==> src/design/tbmf_map.svh <==
/*
 * Register addresses, field positions, reset values and timing counts of the
 * two-wire bus master with transmit and receive FIFOs.
 * Assumes inclusion by its bare name from the design modules and the bench.
 */
// How it works
// - SCL is core clock over 16/32/64/128.
// - Reads stop after count plus one bytes.
// - Address write holds target, starts transaction.
// - Address bit 0 selects read or write.
// - Busy flag; software setting it flushes transmit.
// - Missing acknowledge flag stops transfer, write-zero clears.
// - Receive flag set while receive FIFO holds data.
// - Transmit flag set when transmit FIFO empties.
// - Level code of active FIFO: 00/10/11.
// - Simultaneous write and read sets access error.
// - Writing full transmit FIFO sets overfill error.
// - Automatic acknowledge per byte, NACK on last.
// - Address rewrite mid-transfer gives repeated START.
// - Four-byte receive and transmit FIFOs, preloadable.
// - Empty transmit FIFO at byte load stops.
// - Write error flushes the transmit FIFO.
// - Receive flag per byte or on full.
// - Master works only while mode bit 7 set.
// - Pin owner select hands pins to SPI.
`ifndef TBMF_MAP_SVH
`define TBMF_MAP_SVH

`define TBMF_ADR_MODE    8'hE8
`define TBMF_ADR_TARGET  8'hE9
`define TBMF_ADR_FLAGS   8'hEA
`define TBMF_ADR_TXBUF   8'h9A
`define TBMF_ADR_RXBUF   8'h9B

`define TBMF_MODE_EN     7
`define TBMF_DIV_HI      6
`define TBMF_DIV_LO      5
`define TBMF_RCT_HI      4
`define TBMF_RCT_LO      0
`define TBMF_DIR_BIT     0

`define TBMF_F_BUSY      7
`define TBMF_F_NOACK     6
`define TBMF_F_RXP       5
`define TBMF_F_TXE       4
`define TBMF_F_ACC       1
`define TBMF_F_TXWR      0

`define TBMF_RST_BYTE    8'h00
`define TBMF_LVL_EMPTY   2'h0
`define TBMF_LVL_HALF    2'h2
`define TBMF_LVL_FULL    2'h3
`define TBMF_FIFO_DEPTH  3'h4
`define TBMF_FIFO_EMPTY  3'h0

`define TBMF_QTR_BASE    6'h04
`define TBMF_QTR_ONE     6'h01
`define TBMF_PH_FIRST    2'h0
`define TBMF_PH_SDA      2'h1
`define TBMF_PH_UP       2'h2
`define TBMF_PH_LAST     2'h3
`define TBMF_BIT_LASTD   4'h7
`define TBMF_BIT_ACK     4'h8
`define TBMF_BIT_ONE     4'h1
`define TBMF_CNT_ONE     5'h01

`endif

==> src/design/tbmf_pkg.sv <==
/*
 * Types shared by the two-wire bus master and its FIFO.
 * Assumes tbmf_map.svh is on the include path.
 */
package tbmf_pkg;

    typedef enum logic [5:0] {
        ST_IDLE  = 6'h01,
        ST_START = 6'h02,
        ST_ADDR  = 6'h04,
        ST_TX    = 6'h08,
        ST_RX    = 6'h10,
        ST_STOP  = 6'h20
    } tbmf_state_t;

    typedef struct packed {
        logic       wr;
        logic       rd;
        logic [7:0] addr;
        logic [7:0] wdata;
    } tbmf_sfr_req_t;

    typedef struct packed {
        logic sclOut;
        logic sclOe;
        logic sdaOut;
        logic sdaOe;
    } tbmf_pins_t;

    typedef struct packed {
        logic mode;
        logic target;
        logic flags;
        logic txBuf;
        logic rxBuf;
    } tbmf_sel_t;

    typedef struct packed {
        logic [3:0][7:0] mem;
        logic [1:0]      wp;
        logic [1:0]      rp;
        logic [2:0]      cnt;
    } tbmf_fifo_t;

    typedef struct packed {
        logic [7:0]  mode;
        logic [7:0]  target;
        logic [7:0]  rdata;
        logic        busy;
        logic        noack;
        logic        rxp;
        logic        txe;
        logic        acc;
        logic        txwr;
        logic        txWasFilled;
        logic        pend;
        logic        rep;
        logic        curDir;
        tbmf_state_t state;
        logic [1:0]  phase;
        logic [5:0]  qtr;
        logic [3:0]  bitIdx;
        logic [7:0]  shift;
        logic [4:0]  rxCnt;
        logic        sclLow;
        logic        sdaLow;
        logic [2:0]  sync;
        logic        sdaLvl;
        tbmf_pins_t  pins;
    } tbmf_top_t;

endpackage

==> src/design/tbmf_fifo.sv <==
/*
 * Four-entry byte FIFO with flush, used for both transmit and receive.
 * Assumes the owner never pushes when full nor pops when empty.
 */
`include "tbmf_map.svh"

module tbmf_fifo (
    input  wire logic       clk,
    input  wire logic       reset_n,
    input  wire logic       push,
    input  wire logic [7:0] pushData,
    input  wire logic       pop,
    input  wire logic       flush,
    output      logic [7:0] popData,
    output      logic [2:0] count,
    output      logic       full,
    output      logic       empty
);
    import tbmf_pkg::*;

    tbmf_fifo_t f_q;
    tbmf_fifo_t f_d;

    assign popData = f_q.mem[f_q.rp];
    assign count   = f_q.cnt;
    assign full    = (f_q.cnt == `TBMF_FIFO_DEPTH);
    assign empty   = (f_q.cnt == `TBMF_FIFO_EMPTY);

    always_comb begin
        f_d = f_q;
        if (flush) begin
            f_d.wp  = f_q.rp;
            f_d.cnt = `TBMF_FIFO_EMPTY;
        end else begin
            if (push) begin
                f_d.mem[f_q.wp] = pushData;
                f_d.wp          = f_q.wp + 2'h1;
            end
            if (pop) begin
                f_d.rp = f_q.rp + 2'h1;
            end
            f_d.cnt = f_q.cnt + {2'h0, push} - {2'h0, pop};
        end
    end

    always_ff @(posedge clk) begin
        if (!reset_n) begin
            f_q <= '0;
        end else begin
            f_q <= f_d;
        end
    end
endmodule

==> src/design/tbmf_top.sv <==
/*
 * Two-wire bus master: special function register port, bit engine driving
 * open-drain SCL and SDA, and a transmit and a receive FIFO.
 * Assumes the core writes and reads registers with one-cycle strobes and
 * that the wire levels are resolved outside from the output enables.
 * SCL is never read back, so clock stretching and arbitration are not
 * supported; a slow target must keep pace with the divided clock.
 */
`include "tbmf_map.svh"

module tbmf_top (
    input  wire logic                    clk,
    input  wire logic                    reset_n,
    input  wire tbmf_pkg::tbmf_sfr_req_t sfrReq,
    input  wire logic                    rxIrqOnFull,
    input  wire logic                    serialPinOwnerSelect,
    input  wire logic                    sdaIn,
    output      logic [7:0]              sfrRdData,
    output      tbmf_pkg::tbmf_pins_t    pins
);
    import tbmf_pkg::*;

    tbmf_top_t  s_q;
    tbmf_top_t  s_d;

    tbmf_sel_t  wrSel;
    tbmf_sel_t  rdSel;

    logic       txPush;
    logic       txPop;
    logic       txFlush;
    logic       txFull;
    logic       txEmpty;
    logic [2:0] txCount;
    logic [7:0] txHead;

    logic       rxPush;
    logic       rxPop;
    logic       rxFull;
    logic       rxEmpty;
    logic [2:0] rxCount;
    logic [7:0] rxHead;
    logic [7:0] rxData;

    logic [5:0] qtrLimit;
    logic       tick;
    logic       bitEnd;
    logic       lastByte;
    logic       finish;
    logic       enabled;
    logic       noackSet;
    logic       rxSet;
    logic       txSet;
    logic [2:0] lvlCount;
    logic [1:0] lvlCode;
    logic [7:0] clrMask;
    logic       rxRoom;
    logic [7:0] flagsByte;

    function automatic tbmf_sel_t decode(input logic [7:0] a);
        tbmf_sel_t d;
        d        = '0;

        d.mode   = (a == `TBMF_ADR_MODE);
        d.target = (a == `TBMF_ADR_TARGET);
        d.flags  = (a == `TBMF_ADR_FLAGS);
        d.txBuf  = (a == `TBMF_ADR_TXBUF);
        d.rxBuf  = (a == `TBMF_ADR_RXBUF);
        return d;
    endfunction

    tbmf_fifo u_txFifo (
        .clk      (clk),
        .reset_n  (reset_n),
        .push     (txPush),
        .pushData (sfrReq.wdata),
        .pop      (txPop),
        .flush    (txFlush),
        .popData  (txHead),
        .count    (txCount),
        .full     (txFull),
        .empty    (txEmpty)
    );

    // Receive data is pushed only while there is room: software must drain in time.
    tbmf_fifo u_rxFifo (
        .clk      (clk),
        .reset_n  (reset_n),
        .push     (rxPush),
        .pushData (rxData),
        .pop      (rxPop),
        .flush    (1'b0),
        .popData  (rxHead),
        .count    (rxCount),
        .full     (rxFull),
        .empty    (rxEmpty)
    );

    assign sfrRdData = s_q.rdata;
    assign pins      = s_q.pins;

    // Each bit takes four quarters; the quarter length scales the SCL rate.
    assign qtrLimit = (`TBMF_QTR_BASE << s_q.mode[`TBMF_DIV_HI:`TBMF_DIV_LO]) - `TBMF_QTR_ONE;
    assign tick     = (s_q.qtr == qtrLimit);
    assign bitEnd   = tick && (s_q.phase == `TBMF_PH_LAST);

    assign lastByte = (s_q.rxCnt == s_q.mode[`TBMF_RCT_HI:`TBMF_RCT_LO]);
    assign enabled  = s_q.mode[`TBMF_MODE_EN];

    assign rxData   = {s_q.shift[6:0], s_q.sdaLvl};
    assign lvlCount = s_q.target[`TBMF_DIR_BIT] ? rxCount : txCount;

    // A byte that arrives while the receive FIFO is full is lost.
    assign rxRoom   = !rxFull;

    assign flagsByte = {s_q.busy,
                        s_q.noack,
                        s_q.rxp,
                        s_q.txe,
                        lvlCode,
                        s_q.acc,
                        s_q.txwr};

    // Level code 01 is reserved and never produced.
    always_comb begin
        if (lvlCount == `TBMF_FIFO_EMPTY) begin
            lvlCode = `TBMF_LVL_EMPTY;
        end else if (lvlCount == `TBMF_FIFO_DEPTH) begin
            lvlCode = `TBMF_LVL_FULL;
        end else begin
            lvlCode = `TBMF_LVL_HALF;
        end
    end

    always_comb begin
        s_d      = s_q;

        wrSel    = sfrReq.wr ? decode(sfrReq.addr) : '0;
        rdSel    = sfrReq.rd ? decode(sfrReq.addr) : '0;

        txPush   = 1'b0;
        txPop    = 1'b0;
        txFlush  = 1'b0;
        rxPush   = 1'b0;
        rxPop    = 1'b0;
        finish   = 1'b0;
        noackSet = 1'b0;

        // Only the second and third stages are compared, filtering glitches.
        s_d.sync = {s_q.sync[1:0], sdaIn};
        if (s_q.sync[1] == s_q.sync[2]) begin
            s_d.sdaLvl = s_q.sync[2];
        end

        if (s_q.state == ST_IDLE || tick) begin
            s_d.qtr = '0;
        end else begin
            s_d.qtr = s_q.qtr + `TBMF_QTR_ONE;
        end
        if (tick) begin
            s_d.phase = s_q.phase + 2'h1;
        end

        unique case (s_q.state)
            ST_IDLE: begin
                s_d.sclLow = 1'b0;
                s_d.sdaLow = 1'b0;

                if (s_q.pend) begin
                    s_d.state = ST_START;
                    s_d.rep   = 1'b0;
                    s_d.pend  = 1'b0;
                    s_d.phase = `TBMF_PH_FIRST;
                end
            end

            ST_START: begin
                // SCL is pulled low first on a repeated start, so raising SDA is no STOP.
                s_d.sclLow = (s_q.phase < `TBMF_PH_UP) && s_q.rep;
                if (s_q.phase == `TBMF_PH_LAST) begin
                    s_d.sdaLow = 1'b1;
                end else if (s_q.phase != `TBMF_PH_FIRST) begin
                    s_d.sdaLow = 1'b0;
                end

                if (bitEnd) begin
                    s_d.shift  = s_q.target;
                    s_d.curDir = s_q.target[`TBMF_DIR_BIT];
                    s_d.bitIdx = '0;
                    s_d.rxCnt  = '0;
                    s_d.state  = ST_ADDR;
                end
            end

            // Address and data bytes share this path; bit 8 is the acknowledge.
            ST_ADDR, ST_TX: begin
                s_d.sclLow = (s_q.phase < `TBMF_PH_UP);
                if (s_q.phase == `TBMF_PH_SDA) begin
                    s_d.sdaLow = (s_q.bitIdx != `TBMF_BIT_ACK) && !s_q.shift[7];
                end

                if (bitEnd) begin
                    if (s_q.bitIdx != `TBMF_BIT_ACK) begin
                        s_d.shift  = {s_q.shift[6:0], 1'b0};
                        s_d.bitIdx = s_q.bitIdx + `TBMF_BIT_ONE;
                    end else if (s_q.sdaLvl) begin
                        noackSet = 1'b1;
                        txFlush  = !s_q.curDir;
                        finish   = 1'b1;
                    end else if (s_q.curDir) begin
                        s_d.bitIdx = '0;
                        s_d.state  = ST_RX;
                    end else if (txEmpty) begin
                        finish = 1'b1;
                    end else begin
                        txPop      = 1'b1;
                        s_d.shift  = txHead;
                        s_d.bitIdx = '0;
                        s_d.state  = ST_TX;
                    end
                end
            end

            // The last byte gets a NACK so the target lets go of SDA.
            ST_RX: begin
                s_d.sclLow = (s_q.phase < `TBMF_PH_UP);
                if (s_q.phase == `TBMF_PH_SDA) begin
                    s_d.sdaLow = (s_q.bitIdx == `TBMF_BIT_ACK) && !lastByte;
                end

                if (bitEnd) begin
                    if (s_q.bitIdx != `TBMF_BIT_ACK) begin
                        s_d.shift  = rxData;
                        s_d.bitIdx = s_q.bitIdx + `TBMF_BIT_ONE;
                        rxPush     = (s_q.bitIdx == `TBMF_BIT_LASTD) && rxRoom;
                    end else if (lastByte) begin
                        finish = 1'b1;
                    end else begin
                        s_d.bitIdx = '0;
                        s_d.rxCnt  = s_q.rxCnt + `TBMF_CNT_ONE;
                    end
                end
            end

            // SDA rises while SCL is high, which marks the STOP.
            ST_STOP: begin
                s_d.sclLow = (s_q.phase < `TBMF_PH_UP);
                if (s_q.phase == `TBMF_PH_SDA) begin
                    s_d.sdaLow = 1'b1;
                end else if (s_q.phase == `TBMF_PH_LAST) begin
                    s_d.sdaLow = 1'b0;
                end

                if (bitEnd) begin
                    s_d.state = ST_IDLE;
                    s_d.busy  = s_q.pend;
                end
            end
        endcase

        // A pending address write turns the STOP into a repeated START.
        if (finish) begin
            if (s_q.pend) begin
                s_d.state = ST_START;
                s_d.rep   = 1'b1;
                s_d.pend  = 1'b0;
            end else begin
                s_d.state = ST_STOP;
            end
        end

        // Dropping the enable abandons a transfer at once, without a STOP.
        if (!enabled) begin
            s_d.state  = ST_IDLE;
            s_d.pend   = 1'b0;
            s_d.busy   = 1'b0;
            s_d.sclLow = 1'b0;
            s_d.sdaLow = 1'b0;
        end

        // Register writes come after the engine so software has the last word.
        if (wrSel.mode) begin
            s_d.mode = sfrReq.wdata;
        end

        if (wrSel.target) begin
            s_d.target = sfrReq.wdata;
            if (enabled) begin
                s_d.pend = 1'b1;
                s_d.busy = 1'b1;
            end
        end

        if (wrSel.flags && sfrReq.wdata[`TBMF_F_BUSY]) begin
            txFlush = 1'b1;
        end

        if (wrSel.txBuf && !txFull) begin
            txPush = 1'b1;
        end
        rxPop = rdSel.rxBuf && !rxEmpty;

        // Read data is registered and stands until the next read.
        if (sfrReq.rd) begin
            if (rdSel.mode) begin
                s_d.rdata = s_q.mode;
            end else if (rdSel.target) begin
                s_d.rdata = s_q.target;
            end else if (rdSel.flags) begin
                s_d.rdata = flagsByte;
            end else if (rdSel.rxBuf) begin
                s_d.rdata = rxEmpty ? `TBMF_RST_BYTE : rxHead;
            end else begin
                s_d.rdata = `TBMF_RST_BYTE;
            end
        end

        // A hardware set in the same cycle as a write of zero wins.
        clrMask = wrSel.flags ? ~sfrReq.wdata : `TBMF_RST_BYTE;
        rxSet   = rxIrqOnFull ? rxFull : !rxEmpty;
        txSet   = txEmpty && s_q.txWasFilled;

        s_d.txWasFilled = !txEmpty;
        s_d.noack = noackSet || (s_q.noack && !clrMask[`TBMF_F_NOACK]);
        s_d.rxp   = rxSet || (s_q.rxp && !clrMask[`TBMF_F_RXP]);
        s_d.txe   = txSet || (s_q.txe && !clrMask[`TBMF_F_TXE]);
        s_d.acc   = (sfrReq.wr && sfrReq.rd) || (s_q.acc && !clrMask[`TBMF_F_ACC]);
        s_d.txwr  = (wrSel.txBuf && txFull) || (s_q.txwr && !clrMask[`TBMF_F_TXWR]);

        // Open drain: outputs stay low, enables pull; SPI ownership releases both.
        s_d.pins.sclOut = 1'b0;
        s_d.pins.sdaOut = 1'b0;
        s_d.pins.sclOe  = s_d.sclLow && !serialPinOwnerSelect;
        s_d.pins.sdaOe  = s_d.sdaLow && !serialPinOwnerSelect;
    end

    always_ff @(posedge clk) begin
        if (!reset_n) begin
            s_q       <= '0;
            s_q.state <= ST_IDLE;
        end else begin
            s_q <= s_d;
        end
    end
endmodule
==> config.mk <==
export PLATFORM = sky130hd
export DESIGN_NAME = tbmf_top
export DESIGN_NICKNAME = d
export VERILOG_FILES = /design/src/design/tbmf_pkg.sv /design/src/design/tbmf_fifo.sv /design/src/design/tbmf_top.sv
export VERILOG_INCLUDE_DIRS = /design/src /design/src/design
export SDC_FILE = /design/constraint.sdc
export NUM_CORES = 1
export LEC_CHECK = 0
export BUFFER_PORTS_ARGS = -buffer_cell sky130_fd_sc_hd__buf_4
export CORE_ASPECT_RATIO = 2
export CORE_MARGIN = 2
export CORE_UTILIZATION = 40
export CTS_CLUSTER_SIZE = 28
export DETAILED_ROUTE_END_ITERATION = 16
export HOLD_SLACK_MARGIN = 0.05
export SLEW_MARGIN = 20
export SYNTH_ARGS = -nofsm -noshare
export SYNTH_HDL_FRONTEND = slang
export SYNTH_HIERARCHICAL = 1
export SYNTH_SLANG_ARGS = --single-unit
==> constraint.sdc <==
create_clock -name clk -period 5.17 [get_ports clk]
set_input_delay 1.2925 -clock clk [delete_from_list [all_inputs] [get_ports clk]]
set_output_delay 1.2925 -clock clk [all_outputs]
set_load 0.005 [all_outputs]
Word-level counts from Yosys, hierarchy flattened --
Index checks and enable logic that the tools add are counted.
Storage, ports and cells: bits in registers 152, bits in latches 0, bits in writable memories 0, memory bits (read-only) 0, bits of input ports 23, output and inout bits 12, word-level logic and storage cells 262, memories 0
Cells by class: $add $sub $neg 13, multipliers 0, div/mod/pow operators 0, $lt $le $gt $ge 7, equal/unequal tests 40, shift-type cells 1, multiplexer cells 100, bitwise operators 3, reductions and logical operators 58
Operators with widths (number):
- 2-to-1 mux 8 bit | 12
- bitwise mux 32 bit | 2
- 2-to-1 mux 6 bit | 9
- 2-to-1 mux 12 bit | 4
- 2-to-1 mux 1 bit | 44
- equality test 8 bit (second input constant) | 5
- one-hot mux 12 bit (3 select lines) | 1
- 2-to-1 mux 17 bit | 2
- binary-select mux 8 bit (select 2 bit) | 2
- demux 8 bit (select 2 bit) | 2
- inequality test 3 bit (second input constant) | 10
- one-hot mux 6 bit (4 select lines) | 1
- logical AND 1 bit | 20
- 2-to-1 mux 5 bit | 4
- 2-to-1 mux 2 bit | 9
- AND reduction 8 bit | 2
- logical NOT 1 bit | 13
- < comparator 2 x 3 -> 1 bit (second input constant) | 4
- 2-to-1 mux 4 bit | 3
- inequality test 2 bit (second input constant) | 6
- inequality test 4 bit (second input constant) | 3
- adder 2 x 1 -> 2 bit (second input constant) | 5
- one-hot mux 2 bit (5 select lines) | 1
- one-hot mux 5 bit (2 select lines) | 1
- other kinds (37) | 57

Depth between registers and ports, before layout --
depth after elaboration 11, mapped depth 15

Hierarchy --
Netlist, hierarchy kept.
Modules (own cells, without submodules):
- tbmf_top | times used 1, cells an instance 427, area an instance 3686.0 um^2
- tbmf_fifo | times used 2, cells an instance 171, area an instance 1806.7 um^2

Worst setup path after synthesis --
OpenSTA, ideal clock, no wires.
path type input -> register, start point input sfrReq[14] (netlist name), end point register u_rxFifo.f_q (netlist bit u_rxFifo/count[2]), data arrival time 3.826 ns, slack 1.264 ns, cell stages on the path 9, path buffers 0, cell sequence or4b_2 -> nor4_2 -> ha_1 -> inv_1 -> ha_1 -> fa_1 -> xnor2_1 -> xnor2_1 -> nor3b_1
On the way: word-level cells in the longest chain between the ends 4
RTL lines:
- start, declared | line tbmf_top.sv:14 | input wire tbmf_pkg::tbmf_sfr_req_t sfrReq,
- equality test 8 bit (no source line)
- 2-to-1 mux 5 bit | line tbmf_top.sv:139 | rdSel = sfrReq.rd ? decode(sfrReq.addr) : '0;
- logical AND 1 bit | line tbmf_top.sv:301 | rxPop = rdSel.rxBuf && !rxEmpty;
- named net rxPop | line tbmf_top.sv:38 | logic rxPop;
- subtractor 3 x 1 -> 3 bit | line tbmf_fifo.sv:42 | f_d.cnt = f_q.cnt + {2'h0, push} - {2'h0, pop};
- end signal, assigned | line tbmf_fifo.sv:48 | f_q <= '0;
- end signal, assigned | line tbmf_fifo.sv:50 | f_q <= f_d;
- end, declared | line tbmf_fifo.sv:21 | tbmf_fifo_t f_q;
The timed path passes the listed nets, and every way through them passes these cells. A chain may end at the register's enable or synchronous reset.

Worst setup path after layout --
start point input sfrReq[9] (netlist name), end point register u_rxFifo.f_q (netlist bit u_rxFifo/count[2])
Same word-level chain as after synthesis.

==> results.md <==
* Post-route minimum period at 3.35 ns
* Number of inserted diodes at 0
* Number of cells traversed by the worst hold path at 1
* Worst Setup Start Kind: input port
* Placed wire-length estimate at 13.5 mm
* Largest net degree at the start of global routing at 63
* Transition at the pin with the smallest max-transition slack at around 1.0 ns
* Yosys cell types at 66
* CTS clk-pin slew, worst paths at roughly 0.06 ns
* Worst rel slew slack at 0.316
* TritonCTS clock tree: built
* Maximum fanout along the worst path at 6
* Overall die area at ~0.019 mm^2
* Reg2Reg Setup Slack at approximately 1.9 ns
* Startpoint of the tightest hold check path: s_d[6]$_SDFF_PN0_
* Clock tree skew after final layout at 0.0142 ns
* Routed via count divided by cell count at 5.60
* Peak clock frequency supported by timing at 0.299 GHz
* Hold worst-path end: s_d[7]$_SDFF_PN0_
* Fraction of final layout cells with drive strength greater than 1 at 0.152
* Reg2reg start: s_q[36]$_SDFFE_PN0P_
* Antenna violations before repair at 0
* Global router's overall resource usage at 0.196
* Path type of the worst min-delay path: register to register
* Skew-Pair Late Insertion Delay at 0.43 ns
* Max-slew violation count at 0
* Cell Count, Final, Fillers Out at roughly 1000
* Crit Reg-Reg Endpoint: u_txFifo/count[2]$_SDFF_PP0_
* IO buf count at 32
* Leakage power figure at 3.04 nW
* Starting utilization of the core area at 0.408
* Num CTS Buffers at 17
* Commonest cells after routing, fill and taps aside: dfxtp_1, o21ai_0, nand3_1, nor2_1, nand2_1
* Total vias in the final route at 5618
* Worst slack, placed at 1.37 ns
* Antenna Violating Nets Remaining at 0
* Average routed wire per standard cell at between 15 and 20 um
* Routability-driven placement congestion ratio at 0.873
* Power Density at 312 mW/mm^2
* Cts hold-fix bufs at 0
* Root buf cell: clkbuf_16
* Cell depth of the worst flop-to-flop path at 11
* Clock buffer depth at 2
* Area of the mapped netlist at 0.00730 mm^2
* Primary FF master, synth: dfxtp_1
* Number of I/O pins at 35
* Clock sink count at 150
* Number of global-route vias before repair at 5454
* Std cell rows at 69
* Final global-route overflow total at 0
* Endpoint class of the critical path: register
* Summed negative setup slack over all endpoints at 0 ns
* Area of the core region at 0.0179 mm^2
* Gate count after technology mapping at 769
* Resized Gates After CTS at 0
* VDD IR max at roughly 0.00020 V
* Deepest level of the CTS H-tree at 4
* Post-synthesis register bit count at 150
* Synthesis-to-finish area growth at 10.9%
* Required time worst endpoint at roughly 5.5 ns
* Final Hold Viols at 0
* Mean cell area of the mapped netlist at 9.49 um^2
* Crit share post-route at 0.648
* Max_cap viols at 0
* Sequential element share of the synthesized area at 0.411
* Die Span X at 99.5 um
* Die Y at 195 um
* Total setup violations reported at the end of the flow at 0
* First-pass GRT wire length at 29.4 mm
* Run status: finished, final reports clean
* Endpoint arrival time on the critical path at 3.69 ns
* RSZ-0062 raised after global routing: false
* Post-CTS Setup Repair Bufs at 0
* Total iterations of the first detailed-routing run at 7
* Async set or reset register ratio after synthesis at 0
* Setup WS post-layout at 1.82 ns
* Total wire length after detailed routing at 18.3 mm
* Number of warnings issued by yosys at 6
* Crit Path Class: input port to register
* Commonest non-fill, non-tap cell in the layout: dfxtp_1
* NumNets Final at 821
* Count of unresolved DRC violations after routing at 0
* Iter 0 DRT Violations at 302
* Number of enable flip-flop cells after synthesis at 0
* Cell count after placement at a little under 1000
final cells by class:
class                      instances  area (um^2)
clock buffer                      19          453
clock inverter                    13          169
fill                            1740         9780
inverter                          26         97.6
multi-input combinational        541         3790
sequential                       150         3000
tap                              213          267
timing repair buffer              41          308
critical path, stage by stage:
cell     delay [ns]
buf_4          0.13
nand2_1        0.05
or4b_2         0.68
nor4_2         0.30
ha_1           0.18
inv_1          0.04
ha_1           0.18
fa_1           0.39
xnor2_1        0.15
xnor2_1        0.12
nor3b_1        0.17
state kept, by name, summed over array words and instances, names as in the netlist, 3 cells and up, named ones only:
signal,flops
s_q,44
u_rxFifo/f_q,36
u_txFifo/f_q,36
rxData,8
sfrRdData,8
flagsByte,6
u_rxFifo/count,3
u_txFifo/count,3
layer usage:
layer	global-route usage	vias up	routed length, um
met3	0.0358	48	610
li1	-	2771	-
met4	0.105	0	840
met5	0	-	0
met2	0.351	130	9940
met1	0.215	2669	6940
worst max-delay path by stage:
stage | start | end | slack [ns] | cells past startpoint
2_1_floorplan | sfrReq[14] | u_rxFifo/count[2]$_SDFF_PP0_ | 1.26 | 9
3_3_place_gp | sfrReq[9] | u_rxFifo/count[2]$_SDFF_PP0_ | 1.39 | 11
3_5_place_dp | sfrReq[9] | u_rxFifo/count[2]$_SDFF_PP0_ | 1.37 | 11
4_1_cts | sfrReq[9] | u_rxFifo/count[2]$_SDFF_PP0_ | 1.78 | 11
5_1_grt | s_q[36]$_SDFFE_PN0P_ | u_txFifo/count[2]$_SDFF_PP0_ | 1.64 | 11
6_report | sfrReq[9] | u_rxFifo/count[2]$_SDFF_PP0_ | 1.82 | 11
report_power, final:
group | switching, mW | internal, mW
sequential | 0.00189 | 1.16
clock | 0.512 | 0.790
combinational | 0.0421 | 0.0207
cells in the mapped netlist, types with 7 or more instances:
cell / n / share of area
o21ai_0: 75 / 0.051
mux2i_1: 29 / 0.040
a211oi_1: 11 / 0.011
a22oi_1: 14 / 0.014
nand2_1: 49 / 0.025
nor3_1: 15 / 0.010
inv_1: 25 / 0.013
and2_1: 12 / 0.010
buf_4: 21 / 0.022
a31oi_1: 10 / 0.0086
xnor2_1: 13 / 0.016
a222oi_1: 8 / 0.011
a21oi_1: 23 / 0.016
xor2_1: 10 / 0.012
clkbuf_1: 16 / 0.0082
mux4_2: 14 / 0.043
ha_1: 19 / 0.033
o21ai_1: 7 / 0.0048
dfxtp_1: 150 / 0.41
nand3_1: 72 / 0.049
nand3b_4: 8 / 0.022
buf_6: 18 / 0.028
nor2_1: 50 / 0.026
metrics by stage:
step | total power [mW] | instance area, um^2 | hold WS (ns) | utilization
after floorplan | 1.22 | 7340 | 0.412 | -
after global placement | 1.25 | 7470 | 0.427 | 0.418
after detailed placement | 1.25 | 7470 | 0.433 | 0.418
after CTS | 2.54 | 8090 | 0.446 | 0.453
after global routing | 2.60 | 8090 | 0.455 | 0.453
final | 2.52 | 8090 | 0.444 | 0.453
cells by family after synthesis:
family                     Yosys count  synth area share
AOI/OAI and AO/OA                  171             0.147
buffers and inverters               89            0.0758
DFF                                150             0.411
other                                1          0.000514
adders and majority gates           21            0.0381
xor gates and xnor gates            23            0.0276
and+or+nand+nor                    269             0.210
muxes                               45            0.0902
No activity file was read; power rests on OpenSTA's default activity.
